<file path="config.mk">
export PLATFORM = sky130hd
export DESIGN_NAME = asp_top
export DESIGN_NICKNAME = d
export VERILOG_FILES = /design/src/asp_fifo.v /design/src/asp_top.v
export VERILOG_INCLUDE_DIRS = /design/src /design/src/shared
export SDC_FILE = /design/constraint.sdc
export NUM_CORES = 1
export LEC_CHECK = 0
export BUFFER_PORTS_ARGS = -buffer_cell sky130_fd_sc_hd__buf_2
export CAP_MARGIN = 15
export CORE_ASPECT_RATIO = 0.8
export CORE_MARGIN = 4
export CORE_UTILIZATION = 40
export DETAILED_ROUTE_END_ITERATION = 6
export SLEW_MARGIN = 30
export SYNTH_ARGS = -nofsm -noshare
export SYNTH_HDL_FRONTEND = slang
export SYNTH_SLANG_ARGS = --single-unit
</file>
<file path="constraint.sdc">
create_clock -name ref_clk_i -period 4.7 [get_ports ref_clk_i]
set_input_delay 0.705 -clock ref_clk_i [delete_from_list [all_inputs] [get_ports ref_clk_i]]
set_output_delay 0.705 -clock ref_clk_i [all_outputs]
set_load 0.005 [all_outputs]
</file>
<file path="src/shared/asp_defs.vh">
// Constants for the asynchronous serial port: register offsets, field
// positions, reset values and bit timing counts.
// Assumes 16-bit word addresses.
//
// What this block does
// RL1 - Bit rate is clock/((divider+1)*8), zero gives /16
// RL2 - Sixteen-bit divider split over high and low bytes
// RL3 - Start, 1-8 data, optional parity, 1-2 stops
// RL4 - Separate parity, overrun, framing and break flags
// RL5 - Holding buffers, own enable and interrupt per path
// RL6 - Transmitter and receiver run independently or together
// RL7 - Transmit ready while holding buffer accepts character
// RL8 - Transmitter empty when shift register holds nothing
// RL9 - Receive ready on held character, break flag
// RL10 - Combined error flag ORs the four errors
// RL11 - Separate interrupt enables, break lacks its own
// RL12 - Idle-line and address-bit wake-up modes
// RL13 - Pins use non-return-to-zero encoding
// RL14 - Data in bits 7-0, upper byte zero
// RL15 - Master uses only 16-bit register accesses
// RL16 - Hardware detects incoming bit rate
// RL17 - Sixteen-level FIFOs with three FIFO registers
// RL18 - Idle high, data least significant bit first
// RL19 - Receiver samples bit centres from start edge
`ifndef ASP_DEFS_VH
`define ASP_DEFS_VH

// Register word addresses
`define ASP_A_CCR       16'h7050
`define ASP_A_CTL1      16'h7051
`define ASP_A_HBAUD     16'h7052
`define ASP_A_LBAUD     16'h7053
`define ASP_A_CTL2      16'h7054
`define ASP_A_RXST      16'h7055
`define ASP_A_RXEMU     16'h7056
`define ASP_A_RXBUF     16'h7057
`define ASP_A_TXBUF     16'h7059
`define ASP_A_FFTX      16'h705a
`define ASP_A_FFRX      16'h705b
`define ASP_A_FFCT      16'h705c
`define ASP_A_PRI       16'h705f

// Reset values
`define ASP_RST_BYTE    8'h00

// comm_control fields
`define ASP_CCR_STOP2   7
`define ASP_CCR_EVEN    6
`define ASP_CCR_PAREN   5
`define ASP_CCR_ADDRMD  3

// port_control_one fields
`define ASP_C1_RXERRIE  6
`define ASP_C1_SWRST_N  5
`define ASP_C1_TXWAKE   3
`define ASP_C1_SLEEP    2
`define ASP_C1_TXEN     1
`define ASP_C1_RXEN     0

// port_control_two fields
`define ASP_C2_TX_HOLDING_FREE    7
`define ASP_C2_TXEMPTY  6
`define ASP_C2_RXIE     1
`define ASP_C2_TXIE     0

// FIFO register fields
`define ASP_FF_EN       7
`define ASP_FF_OVF      7
`define ASP_FF_RST      6
`define ASP_FF_OVFCLR   5
`define ASP_FC_ABDDONE  7
`define ASP_FC_ABDCLR   6
`define ASP_FC_ABDEN    0

// Bit timing
`define ASP_OVS_LAST    3'h7
`define ASP_CENTRE      3'h3
`define ASP_IDLE_TICKS  7'h50
`define ASP_GAP_BITS    4'hb
`define ASP_FIFO_DEPTH  16
`define ASP_FIFO_AW     4

`endif

</file>
<file path="src/asp_fifo.v">
// Byte queue, one instance each for the transmit and receive paths.
// Assumes no push when full and no pop when empty.
`default_nettype none
`include "asp_defs.vh"

module asp_fifo (
    // Clock and reset
    input  wire       ref_clk_i,
    input  wire       rst_n_i,
    // Control
    input  wire       clr_i,
    input  wire       push_i,
    input  wire [7:0] din_i,
    input  wire       pop_i,
    // Status and data
    output wire [7:0] dout_o,
    output wire [4:0] count_o,
    output wire       full_o,
    output wire       empty_o
);

    reg [7:0] mem_r [0:`ASP_FIFO_DEPTH-1];
    reg [3:0] wp_r;
    reg [3:0] rp_r;
    reg [4:0] cnt_r;

    // Storage; no reset needed, contents gated by count
    always @(posedge ref_clk_i) begin
        if (push_i) begin
            mem_r[wp_r] <= din_i;
        end
    end

    // Pointers and fill level
    always @(posedge ref_clk_i) begin
        if (!rst_n_i || clr_i) begin
            wp_r  <= 4'h0;
            rp_r  <= 4'h0;
            cnt_r <= 5'h00;
        end else begin
            if (push_i) begin
                wp_r <= wp_r + 4'h1;
            end
            if (pop_i) begin
                rp_r <= rp_r + 4'h1;
            end
            cnt_r <= cnt_r + {4'h0, push_i} - {4'h0, pop_i};
        end
    end

    assign dout_o  = mem_r[rp_r];
    assign count_o = cnt_r;
    assign full_o  = (cnt_r == 5'h10);
    assign empty_o = (cnt_r == 5'h00);

endmodule
`default_nettype wire

</file>
<file path="src/asp_top.v">
// Asynchronous serial port: register file, baud generator, transmitter,
// receiver, wake-up modes and automatic bit rate detection.
// Assumes inputs synchronous to ref_clk_i, the low-speed peripheral clock.
`default_nettype none
`include "asp_defs.vh"

module asp_top (
    // Clock and reset
    input  wire        ref_clk_i,
    input  wire        rst_n_i,
    // Peripheral register port, 16-bit word accesses
    input  wire [15:0] bus_addr_i,
    input  wire        bus_wr_i,
    input  wire        bus_rd_i,
    input  wire [15:0] bus_wdata_i,
    output reg  [15:0] bus_rdata_o,
    // Serial pins
    input  wire        serial_in_pin_i,
    output reg         serial_out_pin_o,
    // Interrupt requests
    output reg         tx_irq_o,
    output reg         rx_irq_o
);

    localparam S_IDLE = 3'h0;
    localparam S_GAP  = 3'h1;
    localparam S_STRT = 3'h2;
    localparam S_DATA = 3'h3;
    localparam S_ADDR = 3'h4;
    localparam S_PAR  = 3'h5;
    localparam S_STOP = 3'h6;

    // Address match, used by the write decodes and the receive-buffer read strobe below
    function hit;
        input [15:0] a;
        input [15:0] off;
        begin
            hit = (a == off);
        end
    endfunction

    // Parity of the first len+1 data bits
    function par_of;
        input [7:0] d;
        input [2:0] len;
        begin
            par_of = ^(d & (8'hff >> (3'h7 - len)));
        end
    endfunction

    reg  [7:0]  ccr_r;
    reg  [7:0]  ctl1_r;
    reg  [7:0]  hbaud_r;
    reg  [7:0]  lbaud_r;
    reg  [1:0]  ie_r;
    reg  [7:0]  pri_r;
    reg         ffen_r;
    reg         abden_r;
    reg         abddone_r;
    reg         rxovf_r;
    reg         pe_r;
    reg         oe_r;
    reg         fe_r;
    reg         brk_r;
    reg         wake_r;

    wire        swrst   = ~ctl1_r[`ASP_C1_SWRST_N];
    wire        wr_ccr  = bus_wr_i & hit(bus_addr_i, `ASP_A_CCR);
    wire        wr_c1   = bus_wr_i & hit(bus_addr_i, `ASP_A_CTL1);
    wire        wr_fftx = bus_wr_i & hit(bus_addr_i, `ASP_A_FFTX);
    wire        wr_ffrx = bus_wr_i & hit(bus_addr_i, `ASP_A_FFRX);
    wire        wr_ffct = bus_wr_i & hit(bus_addr_i, `ASP_A_FFCT);
    wire        wr_tx   = bus_wr_i & hit(bus_addr_i, `ASP_A_TXBUF);
    wire        rd_rx   = bus_rd_i & hit(bus_addr_i, `ASP_A_RXBUF);
    wire        addr_md = ccr_r[`ASP_CCR_ADDRMD];
    wire [2:0]  len     = ccr_r[2:0];

    // Queues: depth one in plain mode, sixteen in FIFO mode
    wire [7:0]  txf_dout;
    wire [7:0]  rxf_dout;
    wire [4:0]  txf_cnt;
    wire [4:0]  rxf_cnt;
    wire        txf_full;
    wire        txf_empty;
    wire        rxf_full;
    wire        rxf_empty;
    reg         tx_pop;
    reg         rx_push;
    wire        tx_rdy  = ffen_r ? ~txf_full : txf_empty; // RL7 RL5
    wire        rx_room = ffen_r ? ~rxf_full : rxf_empty;
    wire        rx_err  = pe_r | oe_r | fe_r | brk_r; // RL10
    wire        tx_push = wr_tx & tx_rdy;
    reg  [7:0]  rx_sh_r;
    wire        rx_pop  = rd_rx & ~rxf_empty;

    asp_fifo u_txf ( // RL17
        .ref_clk_i (ref_clk_i),
        .rst_n_i   (rst_n_i),
        .clr_i     (swrst | (wr_fftx & bus_wdata_i[`ASP_FF_RST])),
        .push_i    (tx_push),
        .din_i     (bus_wdata_i[7:0]),
        .pop_i     (tx_pop),
        .dout_o    (txf_dout),
        .count_o   (txf_cnt),
        .full_o    (txf_full),
        .empty_o   (txf_empty)
    );

    asp_fifo u_rxf ( // RL17
        .ref_clk_i (ref_clk_i),
        .rst_n_i   (rst_n_i),
        .clr_i     (swrst | (wr_ffrx & bus_wdata_i[`ASP_FF_RST])),
        .push_i    (rx_push),
        .din_i     (rx_sh_r),
        .pop_i     (rx_pop),
        .dout_o    (rxf_dout),
        .count_o   (rxf_cnt),
        .full_o    (rxf_full),
        .empty_o   (rxf_empty)
    );

    // Oversampling tick: eight per bit, so zero divider uses half rate
    wire [15:0] divider = {hbaud_r, lbaud_r}; // RL2
    wire [15:0] div_lim = (divider == 16'h0000) ? 16'h0001 : divider;
    reg  [15:0] bdiv_r;
    wire        tick    = (bdiv_r >= div_lim);
    always @(posedge ref_clk_i) begin
        if (!rst_n_i || swrst) begin
            bdiv_r <= 16'h0000;
        end else begin
            bdiv_r <= tick ? 16'h0000 : bdiv_r + 16'h0001; // RL1
        end
    end

    // Transmitter
    reg  [2:0]  tx_st_r;
    reg  [2:0]  tx_sub_r;
    reg  [3:0]  tx_bit_r;
    reg  [7:0]  tx_sh_r;
    reg         tx_par_r;
    reg         tx_wk_r;
    reg         tx_wake_used;
    wire        tx_bend = tick & (tx_sub_r == `ASP_OVS_LAST);
    always @(posedge ref_clk_i) begin
        tx_pop       <= 1'b0;
        tx_wake_used <= 1'b0;
        if (!rst_n_i || swrst) begin
            tx_st_r  <= S_IDLE;
            tx_sub_r <= 3'h0;
            tx_bit_r <= 4'h0;
            tx_sh_r  <= 8'h00;
            tx_par_r <= 1'b0;
            tx_wk_r  <= 1'b0;
        end else begin
            if (tick) begin
                tx_sub_r <= tx_sub_r + 3'h1;
            end
            case (tx_st_r)
                S_IDLE: begin
                    tx_sub_r <= 3'h0;
                    tx_bit_r <= 4'h0;
                    // Pop is a pulse; the queue count drops next cycle
                    // Launch on a tick so the start bit is a whole bit long
                    if (ctl1_r[`ASP_C1_TXEN] && !txf_empty && !tx_pop && tick) begin // RL6
                        tx_pop       <= 1'b1;
                        tx_sh_r      <= txf_dout;
                        tx_par_r     <= par_of(txf_dout, len) ^ ~ccr_r[`ASP_CCR_EVEN];
                        tx_wk_r      <= ctl1_r[`ASP_C1_TXWAKE];
                        tx_wake_used <= 1'b1;
                        // Idle-line mode marks an address with a long gap
                        if (!addr_md && ctl1_r[`ASP_C1_TXWAKE]) begin // RL12
                            tx_st_r <= S_GAP;
                        end else begin
                            tx_st_r <= S_STRT;
                        end
                    end
                end
                S_GAP: if (tx_bend) begin
                    tx_bit_r <= tx_bit_r + 4'h1;
                    if (tx_bit_r == `ASP_GAP_BITS - 4'h1) begin
                        tx_bit_r <= 4'h0;
                        tx_st_r  <= S_STRT;
                    end
                end
                S_STRT: if (tx_bend) begin
                    tx_st_r <= S_DATA;
                end
                S_DATA: if (tx_bend) begin
                    tx_sh_r  <= {1'b0, tx_sh_r[7:1]}; // RL18
                    tx_bit_r <= tx_bit_r + 4'h1;
                    if (tx_bit_r[2:0] == len) begin // RL3
                        tx_bit_r <= 4'h0;
                        tx_st_r  <= addr_md ? S_ADDR :
                                    (ccr_r[`ASP_CCR_PAREN] ? S_PAR : S_STOP);
                    end
                end
                S_ADDR: if (tx_bend) begin
                    tx_st_r <= ccr_r[`ASP_CCR_PAREN] ? S_PAR : S_STOP;
                end
                S_PAR: if (tx_bend) begin
                    tx_st_r <= S_STOP;
                end
                S_STOP: if (tx_bend) begin
                    tx_bit_r <= tx_bit_r + 4'h1;
                    if (tx_bit_r[0] == ccr_r[`ASP_CCR_STOP2]) begin
                        tx_st_r <= S_IDLE;
                    end
                end
                default: tx_st_r <= S_IDLE;
            endcase
        end
    end

    // Line level: NRZ, high at idle, gap and stop
    always @(posedge ref_clk_i) begin
        if (!rst_n_i) begin
            serial_out_pin_o <= 1'b1;
        end else begin
            case (tx_st_r)
                S_STRT:  serial_out_pin_o <= 1'b0; // RL13
                S_DATA:  serial_out_pin_o <= tx_sh_r[0]; // RL18
                S_ADDR:  serial_out_pin_o <= tx_wk_r; // RL12
                S_PAR:   serial_out_pin_o <= tx_par_r; // RL3
                default: serial_out_pin_o <= 1'b1; // RL18
            endcase
        end
    end

    // Receiver, sampling at the centre of each oversampled bit
    reg  [2:0]  rx_st_r;
    reg  [2:0]  rx_sub_r;
    reg  [2:0]  rx_bit_r;
    reg         rx_in_r;
    reg         rx_prev_r;
    reg         rx_par_r;
    reg         rx_wk_r;
    reg  [6:0]  idle_cnt_r;
    reg         idle_seen_r;
    reg         set_pe;
    reg         set_fe;
    reg         set_brk;
    reg         set_oe;
    reg         set_wk;
    wire        rx_smp  = tick & (rx_sub_r == `ASP_CENTRE); // RL19
    always @(posedge ref_clk_i) begin
        rx_push <= 1'b0;
        set_pe  <= 1'b0;
        set_fe  <= 1'b0;
        set_brk <= 1'b0;
        set_oe  <= 1'b0;
        set_wk  <= 1'b0;
        if (!rst_n_i || swrst) begin
            rx_st_r     <= S_IDLE;
            rx_sub_r    <= 3'h0;
            rx_bit_r    <= 3'h0;
            rx_in_r     <= 1'b1;
            rx_prev_r   <= 1'b1;
            rx_sh_r     <= 8'h00;
            rx_par_r    <= 1'b0;
            rx_wk_r     <= 1'b0;
            idle_cnt_r  <= 7'h00;
            idle_seen_r <= 1'b0;
        end else begin
            rx_in_r   <= serial_in_pin_i;
            rx_prev_r <= rx_in_r;
            if (tick) begin
                rx_sub_r <= rx_sub_r + 3'h1;
            end
            case (rx_st_r)
                S_IDLE: begin
                    // Ten idle bit times flag an address frame
                    if (!rx_in_r) begin
                        idle_cnt_r <= 7'h00;
                    end else if (tick && idle_cnt_r != `ASP_IDLE_TICKS) begin
                        idle_cnt_r <= idle_cnt_r + 7'h01;
                    end else if (idle_cnt_r == `ASP_IDLE_TICKS) begin
                        idle_seen_r <= 1'b1; // RL12
                    end
                    if (ctl1_r[`ASP_C1_RXEN] && rx_prev_r && !rx_in_r) begin // RL6
                        rx_sub_r    <= 3'h0; // RL19
                        rx_bit_r    <= 3'h0;
                        rx_sh_r     <= 8'h00;
                        rx_wk_r     <= idle_seen_r;
                        idle_seen_r <= 1'b0;
                        rx_st_r     <= S_STRT;
                    end
                end
                S_STRT: if (rx_smp) begin
                    // A glitch shorter than half a bit is not a start
                    rx_st_r <= rx_in_r ? S_IDLE : S_DATA;
                end
                S_DATA: if (rx_smp) begin
                    rx_sh_r[rx_bit_r] <= rx_in_r; // RL18
                    rx_bit_r          <= rx_bit_r + 3'h1;
                    if (rx_bit_r == len) begin
                        rx_st_r <= addr_md ? S_ADDR :
                                   (ccr_r[`ASP_CCR_PAREN] ? S_PAR : S_STOP);
                    end
                end
                S_ADDR: if (rx_smp) begin
                    rx_wk_r <= rx_in_r; // RL12
                    rx_st_r <= ccr_r[`ASP_CCR_PAREN] ? S_PAR : S_STOP;
                end
                S_PAR: if (rx_smp) begin
                    rx_par_r <= rx_in_r;
                    rx_st_r  <= S_STOP;
                end
                S_STOP: if (rx_smp) begin
                    rx_st_r <= S_IDLE;
                    if (ccr_r[`ASP_CCR_PAREN] &&
                        (par_of(rx_sh_r, len) ^ ~ccr_r[`ASP_CCR_EVEN]) != rx_par_r) begin
                        set_pe <= 1'b1; // RL4
                    end
                    if (!rx_in_r) begin
                        set_fe  <= 1'b1; // RL4
                        set_brk <= (rx_sh_r == 8'h00) && !rx_par_r; // RL9
                    end
                    // Sleeping receivers keep only address frames
                    if (!ctl1_r[`ASP_C1_SLEEP] || rx_wk_r) begin // RL12
                        set_wk <= 1'b1;
                        if (rx_room) begin
                            rx_push <= 1'b1; // RL5
                        end else begin
                            set_oe  <= 1'b1; // RL4
                        end
                    end
                end
                default: rx_st_r <= S_IDLE;
            endcase
        end
    end

    // Bit rate detection: start bit low time is eight ticks
    reg  [18:0] abd_cnt_r;
    reg         abd_run_r;
    reg         abd_load;
    always @(posedge ref_clk_i) begin
        abd_load <= 1'b0;
        if (!rst_n_i || !abden_r || abddone_r) begin
            abd_cnt_r <= 19'h00000;
            abd_run_r <= 1'b0;
        end else if (abd_run_r) begin
            abd_cnt_r <= abd_cnt_r + 19'h00001;
            if (rx_in_r) begin
                abd_run_r <= 1'b0;
                abd_load  <= 1'b1; // RL16
            end
        end else if (rx_prev_r && !rx_in_r) begin
            abd_run_r <= 1'b1;
        end
    end
    wire [15:0] abd_div = (abd_cnt_r[18:3] == 16'h0000) ? 16'h0000 :
                          abd_cnt_r[18:3] - 16'h0001;

    // Register writes; hardware-set flags win over clears
    always @(posedge ref_clk_i) begin
        if (!rst_n_i) begin
            ccr_r     <= `ASP_RST_BYTE;
            ctl1_r    <= `ASP_RST_BYTE;
            hbaud_r   <= `ASP_RST_BYTE;
            lbaud_r   <= `ASP_RST_BYTE;
            ie_r      <= 2'h0;
            pri_r     <= `ASP_RST_BYTE;
            ffen_r    <= 1'b0;
            abden_r   <= 1'b0;
            abddone_r <= 1'b0;
            rxovf_r   <= 1'b0;
        end else begin
            // Upper data byte is ignored on every write
            if (wr_ccr) ccr_r <= bus_wdata_i[7:0]; // RL14
            if (wr_c1) begin
                ctl1_r <= bus_wdata_i[7:0];
            end else if (tx_wake_used) begin
                ctl1_r[`ASP_C1_TXWAKE] <= 1'b0;
            end
            if (bus_wr_i && hit(bus_addr_i, `ASP_A_CTL2)) begin
                ie_r <= bus_wdata_i[1:0]; // RL11
            end
            if (bus_wr_i && hit(bus_addr_i, `ASP_A_PRI)) pri_r <= bus_wdata_i[7:0];
            if (abd_load) begin
                {hbaud_r, lbaud_r} <= abd_div; // RL16
            end else begin
                if (bus_wr_i && hit(bus_addr_i, `ASP_A_HBAUD)) hbaud_r <= bus_wdata_i[7:0];
                if (bus_wr_i && hit(bus_addr_i, `ASP_A_LBAUD)) lbaud_r <= bus_wdata_i[7:0];
            end
            if (wr_fftx) ffen_r <= bus_wdata_i[`ASP_FF_EN]; // RL17
            if (wr_ffct) abden_r <= bus_wdata_i[`ASP_FC_ABDEN];
            if (abd_load) begin
                abddone_r <= 1'b1;
            end else if (wr_ffct && bus_wdata_i[`ASP_FC_ABDCLR]) begin
                abddone_r <= 1'b0;
            end
            if (set_oe && ffen_r) begin
                rxovf_r <= 1'b1;
            end else if (wr_ffrx && bus_wdata_i[`ASP_FF_OVFCLR]) begin
                rxovf_r <= 1'b0;
            end
        end
    end

    // Receive error and wake flags, cleared while the port is held
    always @(posedge ref_clk_i) begin
        if (!rst_n_i) begin
            {pe_r, oe_r, fe_r, brk_r, wake_r} <= 5'h00;
        end else begin
            pe_r   <= set_pe  | (pe_r  & ~swrst); // RL4
            oe_r   <= set_oe  | (oe_r  & ~swrst); // RL4
            fe_r   <= set_fe  | (fe_r  & ~swrst); // RL4
            brk_r  <= set_brk | (brk_r & ~swrst); // RL9
            wake_r <= set_wk ? rx_wk_r : (wake_r & ~swrst);
        end
    end

    // Read data; debug buffer reads without popping
    reg [7:0] rd_byte;
    always @* begin
        case (bus_addr_i)
            `ASP_A_CCR:   rd_byte = ccr_r;
            `ASP_A_CTL1:  rd_byte = ctl1_r;
            `ASP_A_HBAUD: rd_byte = hbaud_r;
            `ASP_A_LBAUD: rd_byte = lbaud_r;
            `ASP_A_CTL2:  rd_byte = {tx_rdy, (tx_st_r == S_IDLE), 4'h0, ie_r}; // RL8
            `ASP_A_RXST:  rd_byte = {rx_err, ~rxf_empty, brk_r, fe_r, oe_r, pe_r,
                                     wake_r, 1'b0}; // RL9
            `ASP_A_RXEMU: rd_byte = rxf_dout;
            `ASP_A_RXBUF: rd_byte = rxf_dout;
            `ASP_A_FFTX:  rd_byte = {ffen_r, 2'h0, txf_cnt};
            `ASP_A_FFRX:  rd_byte = {rxovf_r, 2'h0, rxf_cnt};
            `ASP_A_FFCT:  rd_byte = {abddone_r, 6'h00, abden_r};
            `ASP_A_PRI:   rd_byte = pri_r;
            default:      rd_byte = 8'h00;
        endcase
    end

    // Registered read port and interrupt lines
    always @(posedge ref_clk_i) begin
        if (!rst_n_i) begin
            bus_rdata_o <= 16'h0000;
            tx_irq_o    <= 1'b0;
            rx_irq_o    <= 1'b0;
        end else begin
            if (bus_rd_i) begin
                bus_rdata_o <= {8'h00, rd_byte}; // RL14
            end
            tx_irq_o <= ie_r[`ASP_C2_TXIE] & tx_rdy & ~swrst; // RL11
            // Break rides on the error enable, having none of its own
            rx_irq_o <= (ie_r[`ASP_C2_RXIE] & ~rxf_empty) |
                        (ctl1_r[`ASP_C1_RXERRIE] & rx_err); // RL11
        end
    end

endmodule
`default_nettype wire

</file>
==> Yosys cells after proc, flatten, opt, wreduce, memory -nomap -nowiden <==
Memory sizes are Yosys's and may differ from the RTL's. A register that Yosys moved wholly into a read port is not among the register bits.
Index checks and enable logic that the tools add are counted.
{ "word_totals": {"ff_bits": 181, "ramBits": 256, "wordCells": 333, "n_memories": 2} }
{ "memory_table": {"columns": ["name", "depth", "word_bits", "read_ports", "rd_ports_with_merged_regs", "write_ports", "line_no", "text"], "rows": [
  ["u_rxf.mem_r", 16, 8, 1, 1, 1, "asp_fifo.v:22", "reg [7:0] mem_r [0:`ASP_FIFO_DEPTH-1];"],
  ["u_txf.mem_r", 16, 8, 1, 1, 1, "asp_fifo.v:22", null]
]} }
{ "op_classes": {"addsub": 17, "n_lt_le_gt_ge": 3, "eq_ne": 54, "n_shift": 1, "muxes": 87, "bitwise": 46, "reduce_logical": 70} }
{ "op_table": {"columns": ["op", "count"], "rows": [
  ["== test 16 x 15 -> 1 bit (second input constant)", 13],
  ["case mux 8 bit (11 select lines)", 1],
  ["two-way mux 3 bit", 23],
  ["two-way mux 8 bit", 8],
  ["two-way mux 4 bit", 9],
  ["inequality test 2 bit (second input constant)", 17],
  ["zero test 16 bit", 2],
  ["two-way mux 16 bit", 2],
  ["case mux 8 bit (2 select lines)", 2],
  ["two-way mux 1 bit", 29],
  ["AND 1 bit", 22],
  ["== test 3 bit (second input constant)", 7],
  ["case mux 3 bit (7 select lines)", 1],
  ["adder 4 x 1 -> 4 bit (second input constant)", 5],
  ["nonzero test 2 bit", 10],
  ["adder 19 x 1 -> 19 bit (second input constant)", 1],
  ["logical AND 1 bit", 18],
  ["case mux 3 bit (6 select lines)", 1],
  ["adder 16 x 1 -> 16 bit (second input constant)", 1],
  ["AND 8 bit", 2],
  ["greater-or-equal comparator 16 bit", 1],
  ["case mux 4 bit (4 select lines)", 1],
  ["parity 8 bit", 2],
  ["subtractor 16 x 1 -> 16 bit (second input constant)", 1],
  ["other kinds (42)", 99]
]} }

==> Longest topological paths before layout <==
{ "depth": {"word_depth": 8, "mapped_depth": 16} }

==> Hierarchy <==
A second synthesis with hierarchy kept.
{ "unflattened": {"hier_cells": 1674, "hier_area_um2": 20285.7} }
{ "by_module_without_submodules": {"columns": ["mod", "n_inst", "cells_each", "area_per_inst_um2", "seq_area_each_um2"], "rows": [
  ["asp_fifo", 2, 299, 5785.5, 4184.0],
  ["asp_top", 1, 1076, 8714.6, 3103.0]
]} }

==> Worst setup path before layout <==
No wires, ideal clock.
{ "synth_path": {"kind": "input port to flip-flop", "startpoint": "input bus_addr_i[5]", "endpoint": "register u_rxf.cnt_r[4], in the netlist u_rxf.count_o[4]", "setup_time_ns": 0.117, "arrival_ns": 3.426, "t_required_ns": 4.583, "setup_slack_ns": 1.157, "cell_stages": 15, "path_buffers": 0, "cell_sequence": "nor4b_2 nand4_1 or2_2 nor3_1 ha_1 inv_1 ha_1 inv_1 fa_1 inv_1 a21oi_1 nor2_1 nor2_1 xnor2_1 nor2_1"} }
{ "synth_lines": {"columns": ["item", "line_no", "text"], "rows": [
  ["start: declaration", "asp_top.v:12", "input wire [15:0] bus_addr_i,"],
  ["== test 16 x 15 -> 1 bit", "asp_top.v:38", "hit = (a == off);"],
  ["AND 1 bit", "asp_top.v:74", "wire rd_rx = bus_rd_i & hit(bus_addr_i, `ASP_A_RXBUF);"],
  ["AND 1 bit", "asp_top.v:94", "wire rx_pop = rd_rx & ~rxf_empty;"],
  ["named net rx_pop", "asp_top.v:94", null],
  ["subtractor 5 x 1 -> 5 bit", "asp_fifo.v:47", "cnt_r <= cnt_r + {4'h0, push_i} - {4'h0, pop_i};"],
  ["end signal: assignment", "asp_fifo.v:47", null],
  ["end: declaration", "asp_fifo.v:25", "reg [4:0] cnt_r;"]
]} }
The timed path passes the listed nets, and every way through them passes these cells.
A chain may end at the register's enable or synchronous reset.

==> Worst setup path after layout <==
{ "layout_path": {"startpoint": "register lbaud_r[6]", "endpoint": "register tx_bit_r[2]"} }
{ "layout_between": {"elab_chain_cells": 6} }
{ "layout_lines": {"columns": ["item", "line_no", "text"], "rows": [
  ["start: declaration", "asp_top.v:54", "reg [7:0] lbaud_r;"],
  ["start signal: assignment", "asp_top.v:361", "lbaud_r <= `ASP_RST_BYTE;"],
  ["start signal: assignment", "asp_top.v:381", "{hbaud_r, lbaud_r} <= abd_div;"],
  ["start signal: assignment", "asp_top.v:384", "if (bus_wr_i && hit(bus_addr_i, `ASP_A_LBAUD)) lbaud_r <= bus_wdata_i[7:0];"],
  ["zero test 16 bit", "asp_top.v:124", "wire [15:0] div_lim = (divider == 16'h0000) ? 16'h0001 : divider;"],
  ["two-way mux 16 bit *", "asp_top.v:124", null],
  ["greater-or-equal comparator 16 bit *", "asp_top.v:126", "wire tick = (bdiv_r >= div_lim);"],
  ["AND 1 bit *", "asp_top.v:143", "wire tx_bend = tick & (tx_sub_r == `ASP_OVS_LAST);"],
  ["inequality test 2 bit (no source line)", null, null],
  ["AND reduction 4 bit (no source line) *", null, null],
  ["end signal: assignment", "asp_top.v:179", "tx_bit_r <= tx_bit_r + 4'h1;"],
  ["end signal: assignment", "asp_top.v:190", "tx_bit_r <= tx_bit_r + 4'h1;"],
  ["end signal: assignment", "asp_top.v:204", "tx_bit_r <= tx_bit_r + 4'h1;"],
  ["end: declaration", "asp_top.v:138", "reg [3:0] tx_bit_r;"]
]} }
Every way passes the cells marked *; elsewhere a longest branch is shown, timed or not.

==> impl_metrics.ini <==
[cts]
numCtsBuffers = 46
clk_path_buf_depth = 3
cts_tree = done
ctsResizeCount = 0
postCtsSetupBuffers = 0
cts_root_buf = clkbuf_16
cts_sinks = 445
clk_pin_slew_ns = 0.06
htree_levels = 2
clk-insertion-delay-late_ns = 0.58
ctsHoldBuffers = 0

[place]
place_hpwl_um = 31800
port_buffers = 39
gp_congestion = 0.857

[layout]
multi_input_area_um2 = 7830
antenna_cells = 0
drive_above_1_share = 0.138
areaGrowthSynthToFinish_pct = 11.6
nets = 1736
seqCellArea_um2 = 11500
mostFrequentLayoutCell = edfxtp_1
final_cell_mix = edfxtp_1, dfxtp_1, nor2_1, nand2_1, a21oi_1
num-fill-cells = 4451

[timing]
hold_viol = 0
rsz0062_at_grt = no
relSlewSlack = 0.382
fin_crit_sh = 0.726
drv_slew = 0
min_period_ns = 3.41
setup_viol_count_final = 0
tightest_slew_ns = 0.922
fin_worst_skew_ns = 0.0270
finalSetupTns_ns = 0
max_freq_ghz = 0.293

[synthesis]
synth_seq_area_share = 0.576
synth_top_family_by_area = simple AND/OR/NAND/NOR gates
async_flop_share = 0
postSynthCellCount = 1620
yosys.area_share.adder = 0.0340
synth-compound-area-share = 0.0878
synth_area_um2 = 19900
synth.distinct_cells = 76
synth_edf_count = 256
ys_ff_latch = 445
yosysWarnings = 0
synth_ff_type = edfxtp_1
postSynthAreaPerCell_um2 = 12.3
muxShareOfSynthArea = 0.102
synth-simple-area-share = 0.131
synth-xor-area-share = 0.0365

[setup_path]
endpoint_kind = flop
r2r_cells = 13
critPathRequiredTime_ns = 5.18
crit_fanout = 36
arrival_ns = 3.89
worst-setup-path-type = reg2reg
cp-start-kind = flop

[global_routing]
grt_pass1_wl_um = 73800
grt_max_degree = 37
globalRouteTotalUtil = 0.175
overflow = 0
grt_pass1_vias = 12600
grt_antenna_before_repair = 3

[pwr]
irDropWorstVdd_mv = 0.233
p_total_mw = 7.81
leakagePower_nw = 7.00
p_per_area_nw_per_um2 = 351

[worst_hold_path]
min_path_cells = 2
hold_path_class = in2reg

[outcome]
status = finished clean

[drt]
post_drt_via_cell_ratio = 5.52
drt-initial-drc-count = 1119
wl_per_cell_um = 20.1
vias = 13000
ant_nets = 0
first_pass_iters = 6
drc = 0
wl_um = 47300

[floorplanning]
die_w_um = 257
start_util = 0.408
die_area_um2 = 53400
die_h_um = 208
core_um2 = 48800
rows = 72
io_pins = 56

[run]
maxCapViolations = 0
## stage by stage
stage / utilization / std cells / instance area, µm² / setup WS, ns / hold slack (ns)
floorplan: - / 1627 / 19900 / 1.16 / 0.432
global placement: 0.424 / 2263 / 20700 / 1.00 / 0.441
detailed placement: 0.424 / 2263 / 20700 / 0.975 / 0.447
CTS: 0.455 / 2346 / 22200 / 1.27 / 0.368
global route: 0.455 / 2347 / 22200 / 0.954 / 0.382
finish: 0.455 / 2347 / 22200 / 1.29 / 0.375
## where the power goes
group / total, mW / internal, mW / switching [mW]
combinational: 0.0825 / 0.0186 / 0.0639
sequential: 4.09 / 4.09 / 0.00000636
clock: 3.63 / 2.11 / 1.53
total: 7.81 / 6.22 / 1.59
## cells in the mapped netlist (41+ instances only)
cell type	instances	area [µm²]
edfxtp_1	256	7690
dfxtp_1	189	3780
nor2_1	137	514
nand2_1	114	428
a21oi_1	79	395
mux4_2	76	1710
clkbuf_1	64	240
inv_1	62	233
nand3_1	57	285
ha_1	51	638
xor2_1	42	368
and2_1	41	257
xnor2_1	41	359
## logic make-up after synthesis
group / count (synthesis)
buffers and inverters: 153
multiplexers: 108
AO/OA/AOI/OAI: 259
XOR/XNOR: 83
flip-flops: 445
other: 1
AND/OR/NAND/NOR: 518
adder cells (fa/ha/maj): 53
## final timing paths
kind                   start           to  slack [ns]
max               lbaud_r[6]  tx_bit_r[2]        1.29
min          serial_in_pin_i      rx_in_r        0.37
max reg2reg       lbaud_r[6]  tx_bit_r[2]        1.29
min reg2reg           set_pe         pe_r        0.46
## routing by layer
layer,track usage,share of wire,up-vias
met5,0,0.00015,-
met4,0.0458,0.022,2
met3,0.0400,0.072,76
met2,0.270,0.45,384
met1,0.252,0.46,6449
li1,-,-,6048
## layout make-up
cell class / instances / area share
Timing Repair Buffer: 61 / 0.0164
Clock buffer: 66 / 0.0588
Multi-Input combinational cell: 1029 / 0.352
Sequential cell: 445 / 0.516
Clock inverter: 17 / 0.00828
Tap cell: 666 / 0.0375
Inverter: 63 / 0.0106
## flip-flops by register name (all words and copies together), names as in the netlist, 5 cells and up, named ones only
register and cells:
ccr_r 8, ctl1_r 8, bus_rdata_o 8, u_txf.mem_r 128
u_txf.count_o 5, hbaud_r 8, bdiv_r 16, rx_sh_r 8
idle_cnt_r 7, u_rxf.count_o 5, u_rxf.mem_r 128, abd_cnt_r 19
pri_r 8, lbaud_r 8, tx_sh_r 8
## critical path, cell delays in order, from the launching register on
cell      delay (ns)
dfxtp_1         0.35
nor4_1          0.35
a41o_1          0.23
ha_1            0.22
nand2b_1        0.15
a21o_1          0.17
a21o_1          0.17
a21o_1          0.17
a31oi_1         0.21
o211ai_1        0.14
buf_4           0.27
a31oi_1         0.43
nand2_1         0.13
a311oi_1        0.28
Power figures use the tool's default switching activity.
